--- src/inc/rsm_cfg.svh ---
`ifndef RSM_CFG_SVH
`define RSM_CFG_SVH

// Lane and width figures
`define RSM_VL_LANES 4
`define RSM_MAX_LEN_W 15
`define RSM_PRE_W 56
`define RSM_IPG_W 4
`define RSM_MISM_W 3
// Gap settings up to this value mean minimal gap
`define RSM_IPG_MIN_LIMIT 4'h7
`define RSM_IPG_TYPICAL 4'hC
// Terminate word alone gives about this many gap bytes
`define RSM_IPG_TERM_BYTES 4'h4
// Consecutive fault sequences needed to trip the fault machine
`define RSM_LF_TRIP 2'h3
// One less than the fault-free cycles needed to clear the fault machine
`define RSM_LF_CLEAR_CYC 7'h7F
// Preamble bytes reset value
`define RSM_PRE_RST 56'h0

`endif

--- src/inc/rsm_pkg.sv ---
package rsm_pkg;
  typedef enum logic [1:0] {
    RSM_LF_OK,
    RSM_LF_COUNT,
    RSM_LF_FAULT
  } rsm_lf_st_t;

  typedef enum logic [1:0] {
    RSM_GAP_MINIMAL,
    RSM_GAP_IDLES
  } rsm_gap_mode_t;
endpackage : rsm_pkg

--- src/rtl/rsm_top.sv ---
//Function
// [RULE_01] Pulse stomped indicator on inverted FCS frames
// [RULE_02] Truncate overlong frames, pulse truncation flag
// [RULE_03] Internal fault while test, misaligned, high BER
// [RULE_04] Received fault from partner fault machine
// [RULE_05] Per-lane one-cycle BIP8 error pulses
// [RULE_06] High error rate level mirrors PCS
// [RULE_07] Preamble output valid on frame start
// [RULE_08] Four-bit gap setting targets average gap
// [RULE_09] Settings 0-7 give terminate-only gap
// [RULE_10] Flag received Signal ordered-set words
// [RULE_11] Fault code processing on/off control
// [RULE_12] Receive test mode checks scrambled idle
// [RULE_13] Transmit test mode generates scrambled idle
// [RULE_14] Mismatch count pulse each checking cycle
// [RULE_15] Aligned status only when all lanes deskewed
// [RULE_16] Mismatch output zero when checking off
`timescale 1ns/1ps
`include "rsm_cfg.svh"

module rsm_top #(
  parameter int VL_LANES = `RSM_VL_LANES,
  parameter int MISM_W = `RSM_MISM_W
) (
  // Clock and reset
  input wire logic mclk,
  input wire logic rst_b,
  // Receive frame events from the decoder
  input wire logic rx_frame_end,
  input wire logic rx_fcs_inverted,
  input wire logic rx_frame_active,
  input wire logic rx_byte_inc_vld,
  input wire logic [4:0] rx_byte_inc,
  input wire logic rx_sof,
  input wire logic [`RSM_PRE_W-1:0] rx_preamble,
  // Receive PCS indications
  input wire logic rx_word_vld,
  input wire logic rx_lf_word,
  input wire logic rx_signal_os_word,
  input wire logic [VL_LANES-1:0] lane_bip_bad,
  input wire logic [VL_LANES-1:0] lane_deskewed,
  input wire logic ber_over_threshold,
  input wire logic [MISM_W-1:0] rx_pattern_errs,
  // Controls
  input wire logic [`RSM_MAX_LEN_W-1:0] max_frame_len,
  input wire logic custom_preamble_enable,
  input wire logic process_local_fault,
  input wire logic rx_test_pattern,
  input wire logic tx_test_pattern,
  input wire logic [`RSM_IPG_W-1:0] tx_ipg_value,
  // Status outputs
  output logic stomped_fcs,
  output logic truncated,
  output logic rx_drop_frame,
  output logic internal_local_fault,
  output logic received_local_fault,
  output logic [VL_LANES-1:0] bip_err,
  output logic high_error_rate,
  output logic lanes_aligned,
  output logic signal_set_seen,
  output logic [`RSM_PRE_W-1:0] preamble_out,
  output logic [MISM_W-1:0] test_pattern_mismatch,
  // Transmit controls and receive idle check
  output logic tx_send_idles,
  output logic [`RSM_IPG_W-1:0] tx_gap_bytes,
  output logic tx_scrambled_idle,
  output logic rx_check_idle
);
  // ----------------------------------------
  // Frame status
  // ----------------------------------------
  logic [15:0] len_r;
  logic trunc_done_r;
  logic [15:0] len_sum;

  assign len_sum = len_r + {11'h0, rx_byte_inc};

  always_ff @(posedge mclk or negedge rst_b) begin
    if (!rst_b) begin
      stomped_fcs <= 1'b0;
    end else begin
      stomped_fcs <= rx_frame_end && rx_fcs_inverted; // see [RULE_01]
    end
  end

  always_ff @(posedge mclk or negedge rst_b) begin
    if (!rst_b) begin
      len_r <= 16'h0;
      trunc_done_r <= 1'b0;
      truncated <= 1'b0;
    end else begin
      truncated <= 1'b0;
      if (!rx_frame_active) begin
        len_r <= 16'h0;
        trunc_done_r <= 1'b0;
      end else if (rx_byte_inc_vld) begin
        len_r <= len_sum;
        if (!trunc_done_r && len_sum > {1'b0, max_frame_len}) begin
          truncated <= 1'b1; // see [RULE_02]
          trunc_done_r <= 1'b1;
        end
      end
    end
  end

  // Frame is cut off from the truncation point until it ends
  assign rx_drop_frame = trunc_done_r && rx_frame_active; // see [RULE_02]

  // ----------------------------------------
  // Fault and lane status
  // ----------------------------------------
  logic lf_fault;
  logic aligned_nxt;

  rsm_lf_sm u_lf_sm (
    .mclk(mclk),
    .rst_b(rst_b),
    .word_vld(rx_word_vld),
    .lf_word(rx_lf_word && process_local_fault), // see [RULE_11]
    .fault(lf_fault)
  );

  assign aligned_nxt = &lane_deskewed; // see [RULE_15]

  always_ff @(posedge mclk or negedge rst_b) begin
    if (!rst_b) begin
      lanes_aligned <= 1'b0;
      high_error_rate <= 1'b0;
      internal_local_fault <= 1'b0;
      received_local_fault <= 1'b0;
    end else begin
      lanes_aligned <= aligned_nxt;
      high_error_rate <= ber_over_threshold; // see [RULE_06]
      internal_local_fault <= tx_test_pattern || !aligned_nxt || ber_over_threshold; // see [RULE_03]
      received_local_fault <= lf_fault && process_local_fault; // see [RULE_04]
    end
  end

  // ----------------------------------------
  // Per-lane and ordered-set events
  // ----------------------------------------
  genvar gi;
  generate
    for (gi = 0; gi < VL_LANES; gi++) begin : g_bip
      always_ff @(posedge mclk or negedge rst_b) begin
        if (!rst_b) begin
          bip_err[gi] <= 1'b0;
        end else begin
          bip_err[gi] <= lane_bip_bad[gi]; // see [RULE_05]
        end
      end
    end
  endgenerate

  always_ff @(posedge mclk or negedge rst_b) begin
    if (!rst_b) begin
      signal_set_seen <= 1'b0;
    end else begin
      signal_set_seen <= rx_word_vld && rx_signal_os_word; // see [RULE_10]
    end
  end

  // ----------------------------------------
  // Preamble capture
  // ----------------------------------------
  always_ff @(posedge mclk or negedge rst_b) begin
    if (!rst_b) begin
      preamble_out <= `RSM_PRE_RST;
    end else if (rx_sof && custom_preamble_enable) begin
      preamble_out <= rx_preamble; // see [RULE_07]
    end
  end

  // ----------------------------------------
  // Test pattern
  // ----------------------------------------
  always_ff @(posedge mclk or negedge rst_b) begin
    if (!rst_b) begin
      test_pattern_mismatch <= '0;
      rx_check_idle <= 1'b0;
      tx_scrambled_idle <= 1'b0;
    end else begin
      rx_check_idle <= rx_test_pattern; // see [RULE_12]
      tx_scrambled_idle <= tx_test_pattern; // see [RULE_13]
      test_pattern_mismatch <= rx_test_pattern ? rx_pattern_errs : '0; // see [RULE_14] [RULE_16]
    end
  end

  // ----------------------------------------
  // Inter-packet gap
  // ----------------------------------------
  always_ff @(posedge mclk or negedge rst_b) begin
    if (!rst_b) begin
      tx_send_idles <= 1'b1;
      tx_gap_bytes <= `RSM_IPG_TYPICAL;
    end else if (tx_ipg_value <= `RSM_IPG_MIN_LIMIT) begin
      tx_send_idles <= 1'b0; // see [RULE_09]
      tx_gap_bytes <= `RSM_IPG_TERM_BYTES;
    end else begin
      tx_send_idles <= 1'b1; // see [RULE_08]
      tx_gap_bytes <= tx_ipg_value;
    end
  end
endmodule : rsm_top

--- src/rtl/rsm_lf_sm.sv ---
`timescale 1ns/1ps
`include "rsm_cfg.svh"

// Local fault sequence state machine: trips after a run of fault words,
// clears after a long run without any.
module rsm_lf_sm (
  // Clock and reset
  input wire logic mclk,
  input wire logic rst_b,
  // Incoming word qualifiers
  input wire logic word_vld,
  input wire logic lf_word,
  // Status
  output logic fault
);
  rsm_pkg::rsm_lf_st_t st_r;
  logic [1:0] hit_r;
  logic [6:0] quiet_r;

  always_ff @(posedge mclk or negedge rst_b) begin
    if (!rst_b) begin
      st_r <= rsm_pkg::RSM_LF_OK;
      hit_r <= 2'h0;
      quiet_r <= 7'h0;
    end else if (word_vld) begin
      unique case (st_r)
        rsm_pkg::RSM_LF_OK: begin
          if (lf_word) begin
            st_r <= rsm_pkg::RSM_LF_COUNT;
            hit_r <= 2'h1;
          end
        end
        rsm_pkg::RSM_LF_COUNT: begin
          if (!lf_word) begin
            st_r <= rsm_pkg::RSM_LF_OK;
            hit_r <= 2'h0;
          end else if (hit_r + 2'h1 >= `RSM_LF_TRIP) begin
            st_r <= rsm_pkg::RSM_LF_FAULT;
            quiet_r <= 7'h0;
          end else begin
            hit_r <= hit_r + 2'h1;
          end
        end
        rsm_pkg::RSM_LF_FAULT: begin
          if (lf_word) begin
            quiet_r <= 7'h0;
          end else if (quiet_r == `RSM_LF_CLEAR_CYC) begin
            st_r <= rsm_pkg::RSM_LF_OK;
            hit_r <= 2'h0;
          end else begin
            quiet_r <= quiet_r + 7'h1;
          end
        end
      endcase
    end
  end

  assign fault = (st_r == rsm_pkg::RSM_LF_FAULT);
endmodule : rsm_lf_sm

--- config.mk ---
export PLATFORM = sky130hd
export DESIGN_NAME = rsm_top
export DESIGN_NICKNAME = d
export VERILOG_FILES = /design/src/inc/rsm_pkg.sv /design/src/rtl/rsm_top.sv /design/src/rtl/rsm_lf_sm.sv
export VERILOG_INCLUDE_DIRS = /design/src /design/src/inc
export SDC_FILE = /design/constraint.sdc
export NUM_CORES = 1
export LEC_CHECK = 0
export BUFFER_PORTS_ARGS = -buffer_cell sky130_fd_sc_hd__buf_2
export CAP_MARGIN = 20
export CORE_MARGIN = 5
export CORE_UTILIZATION = 50
export CTS_CLUSTER_SIZE = 10
export DETAILED_ROUTE_END_ITERATION = 6
export PLACE_DENSITY_LB_ADDON = 0.2
export RECOVER_POWER = 100
export SLEW_MARGIN = 25
export SYNTH_ARGS = -nofsm -noshare
export SYNTH_HDL_FRONTEND = slang
export SYNTH_HIERARCHICAL = 1
export SYNTH_SLANG_ARGS = --single-unit
export TNS_END_PERCENT = 10
--- constraint.sdc ---
create_clock -name mclk -period 3.83 [get_ports mclk]
set_input_delay 0.9575 -clock mclk [delete_from_list [all_inputs] [get_ports mclk]]
set_output_delay 0.9575 -clock mclk [all_outputs]
set_load 0.01 [all_outputs]
==> results.json <==
{
  "ys_seq_area_share_pct": 52.7,
  "postLayoutCoreUtil_pct": 62.7,
  "crit_fanout": 4,
  "fillers": 883,
  "hp-class": "flop to flop",
  "worstSetupPathType": "input port to flop",
  "synth_cells": 409,
  "cts_made_buffers": 9,
  "die_x_um": 109,
  "ys.flop_type": "dfrtp_1",
  "grt_pass1_wl_um": 17600,
  "drc": 0,
  "worstPathArrival_ns": 3.82,
  "worstMarginPinSlew_ns": 1.58,
  "dr.pass1.iters": 4,
  "power_switching_uw": 750,
  "avgSynthCellArea_um2": 12.1,
  "cts_sinks": 104,
  "place_inst": 716,
  "die_area_um2": 12000,
  "fmax_mhz": 280,
  "synth_top_area_share_pct": 51.6,
  "nets": 727,
  "drive_above_1_share_pct": 33.0,
  "skew_ns": 0.00668,
  "synth_edf_count": 0,
  "end_kind": "flop",
  "crit_required_ns": 4.08,
  "p_int_mw": 1.86,
  "ir_worst_vdd_mv": 0.370,
  "core_area_um2": 9730,
  "yosysMostFrequentCell": "dfrtp_1",
  "status": "finished, violations left",
  "pwr-share-comb_pct": 22.2,
  "vias": 3705,
  "routed_wl_um": 11200,
  "netlist_area_um2": 4950,
  "drv_slew": 65,
  "drt-initial-drc-count": 136,
  "initial_core_util_pct": 50.8,
  "synthTopCellsByArea": "dfrtp_1 52%, mux2_2 13%, ha_1 6.3%",
  "fin_crit_ns": 3.58,
  "p_clk_share_pct": 27.7,
  "slew_headroom_pct": -5.31,
  "crit_chain": "buf_2 -> ha_1 -> inv_1 -> fa_2 -> and2b_1 -> o21ai_1 -> a21boi_2 -> o21a_1 -> nand4_1 -> xnor2_1 -> ha_1 -> nand4_1 -> or2_2 -> o31ai_2 -> o21ai_1 -> a41oi_1 -> nand2_1",
  "critPathSlowestCell": "fa_2",
  "grt_max_degree": 65,
  "insertedDiodeCount": 0,
  "root_buffer": "clkbuf_8",
  "finalSetupViolCount": 0,
  "stdcell_count": 733,
  "clock_latency_ns": 0.36,
  "synth_area_leader_cell": "dfrtp_1",
  "dp_hpwl_um": 8580,
  "rows": 36,
  "gr-usage-all-layers_pct": 18.8,
  "die_h_um": 109,
  "seqPwrFrac_pct": 50.1,
  "h-tree-depth": 3,
  "p_leak_nw": 2.90,
  "ant_nets": 0,
  "critPathLaunchType": "input port",
  "synthArstFlopShare_pct": 100,
  "fin_setup_tns_ns": 0,
  "grt.overflow.total": 0,
  "viasPerCell": 5.05,
  "hold_violations": 0,
  "p_sw_share_pct": 28.7,
  "ys_top_cells_by_count": "102 x dfrtp_1, 59 x mux2_2, 30 x inv_1",
  "rsz0062_at_grt": "no",
  "crit_path_max_incr_delay_ns": 0.34,
  "synth_nets": 541,
  "maxCapViolCount": 1,
  "ys_seq_elements": 104,
  "grt_pass1_vias": 3772,
  "power_density_nw_per_um2": 429,
  "ctsHoldBuffers": 0,
  "antenna_found_initial": 0,
  "gp_congestion": 0.803,
  "wl_per_cell_um": 15.3,
  "yosysWarnings": 6,
  "hold_slack_ns": 0.428,
  "io_buffers": 183,
  "ios": 184,
  "violations": "max-capacitance violations, max-slew violations",
  "area_growth_pct": 23.3,
  "finalCritPeriodShare_pct": 93.4,
  "yosysUniqueCellTypes": 55,
  "clock_path_buffers": 2,
  "p_total_mw": 2.62,
  "cts_tree": "built",
  "clkTransAtPathRegs_ns": 0.09
}
==> cell type report <==
class / instances / area [um2] / share of cell area [%]
clock buffer: 13 / 169 / 2.77
tap: 133 / 166 / 2.73
sequential: 104 / 2610 / 42.7
multi-input combinational: 260 / 2140 / 35.1
inverter: 30 / 113 / 1.85
clock inverter: 3 / 47.5 / 0.779
timing repair buffer: 190 / 861 / 14.1
==> critical path, delay by kind of cell <==
family          cells  cell delay [ns]
xor+xnor            1             0.16
simple gates        5             0.82
compound gates      6             0.96
fa+ha+maj           3             0.80
buf+inv             2             0.14
==> power by group through the flow <==
stage | Clock [mW] | Sequential (mW) | Combinational, mW
2_1_floorplan | 0 | 1.37 | 0.329
3_3_place_gp | 0 | 1.32 | 0.613
3_5_place_dp | 0 | 1.33 | 0.635
4_1_cts | 0.761 | 1.31 | 0.636
5_1_grt | 0.797 | 1.33 | 0.649
6_report | 0.725 | 1.31 | 0.580
==> logic make-up after synthesis <==
family	after synthesis	share of synthesized area [%]
fa+ha+maj	26	6.73
simple gates	91	10.3
xor+xnor	20	3.54
mux	66	14.9
flops	104	52.7
compound gates	57	8.09
buf+inv	45	3.69
==> flip-flops by register name, summed over array words and instances, names as in the netlist <==
| register | count |
|---|---|
| u_lf_sm/hit_r | 2 |
| bip_err | 4 |
| lanes_aligned | 1 |
| len_r | 16 |
| truncated | 1 |
| preamble_out | 56 |
| u_lf_sm/quiet_r | 7 |
| trunc_done_r | 1 |
| high_error_rate | 1 |
| u_lf_sm/st_r | 2 |
| tx_scrambled_idle | 1 |
| tx_gap_bytes | 4 |
| received_local_fault | 1 |
| stomped_fcs | 1 |
| rx_check_idle | 1 |
| signal_set_seen | 1 |
| internal_local_fault | 1 |
| test_pattern_mismatch | 3 |
==> through the flow <==
stage	cell area, um2	setup WS (ns)
2_1_floorplan	4950	0.0457
5_1_grt	6100	0.0147
4_1_cts	6250	0.207
3_3_place_gp	6040	-0.0196
3_5_place_dp	6040	-0.189
6_report	6100	0.253
==> per-layer routing <==
layer | wire length (um) | vias up | part of all wire (%) | track usage (%)
met4 | 180 | 0 | 1.6 | 6.06
met3 | 628 | 17 | 5.6 | 4.99
li1 | - | 1795 | - | -
met2 | 6080 | 99 | 54 | 33.7
met1 | 4350 | 1794 | 39 | 21.9
met5 | 0 | - | 0 | 0
==> what timing repair did <==
item / in CTS / in global routing
gates resized for setup: 0 / 2
buffers inserted: 0 / 1
setup endpoints to repair: 0 / 2
==> layout by cell type, fill, tap and decap left out, drive strengths merged, types with 10 or more instances in the layout <==
| cell | instances |
|---|---|
| ha | 25 |
| buf | 105 |
| inv | 31 |
| dfrtp | 102 |
| nand3 | 10 |
| mux2 | 60 |
| nor2 | 20 |
| nand2 | 15 |
| and2 | 11 |
| o21ai | 15 |
| a21oi | 13 |
| xor2 | 10 |
| xnor2 | 10 |
| clkbuf | 98 |
==> worst paths after layout <==
check | start | endpoint | slack (ns) | depth (start not counted)
hold / removal | trunc_done_r | truncated | 0.43 | 1
min in group asynchronous | rst_b | received_local_fault | 0.99 | 1
max in group asynchronous | rst_b | len_r[7] | 1.10 | 2
setup / recovery | rx_byte_inc[0] | trunc_done_r | 0.25 | 17
hold reg to reg | trunc_done_r | truncated | 0.43 | 1
setup reg to reg | len_r[0] | trunc_done_r | 0.56 | 16
Note: power is estimated with default switching activity, not from simulation.
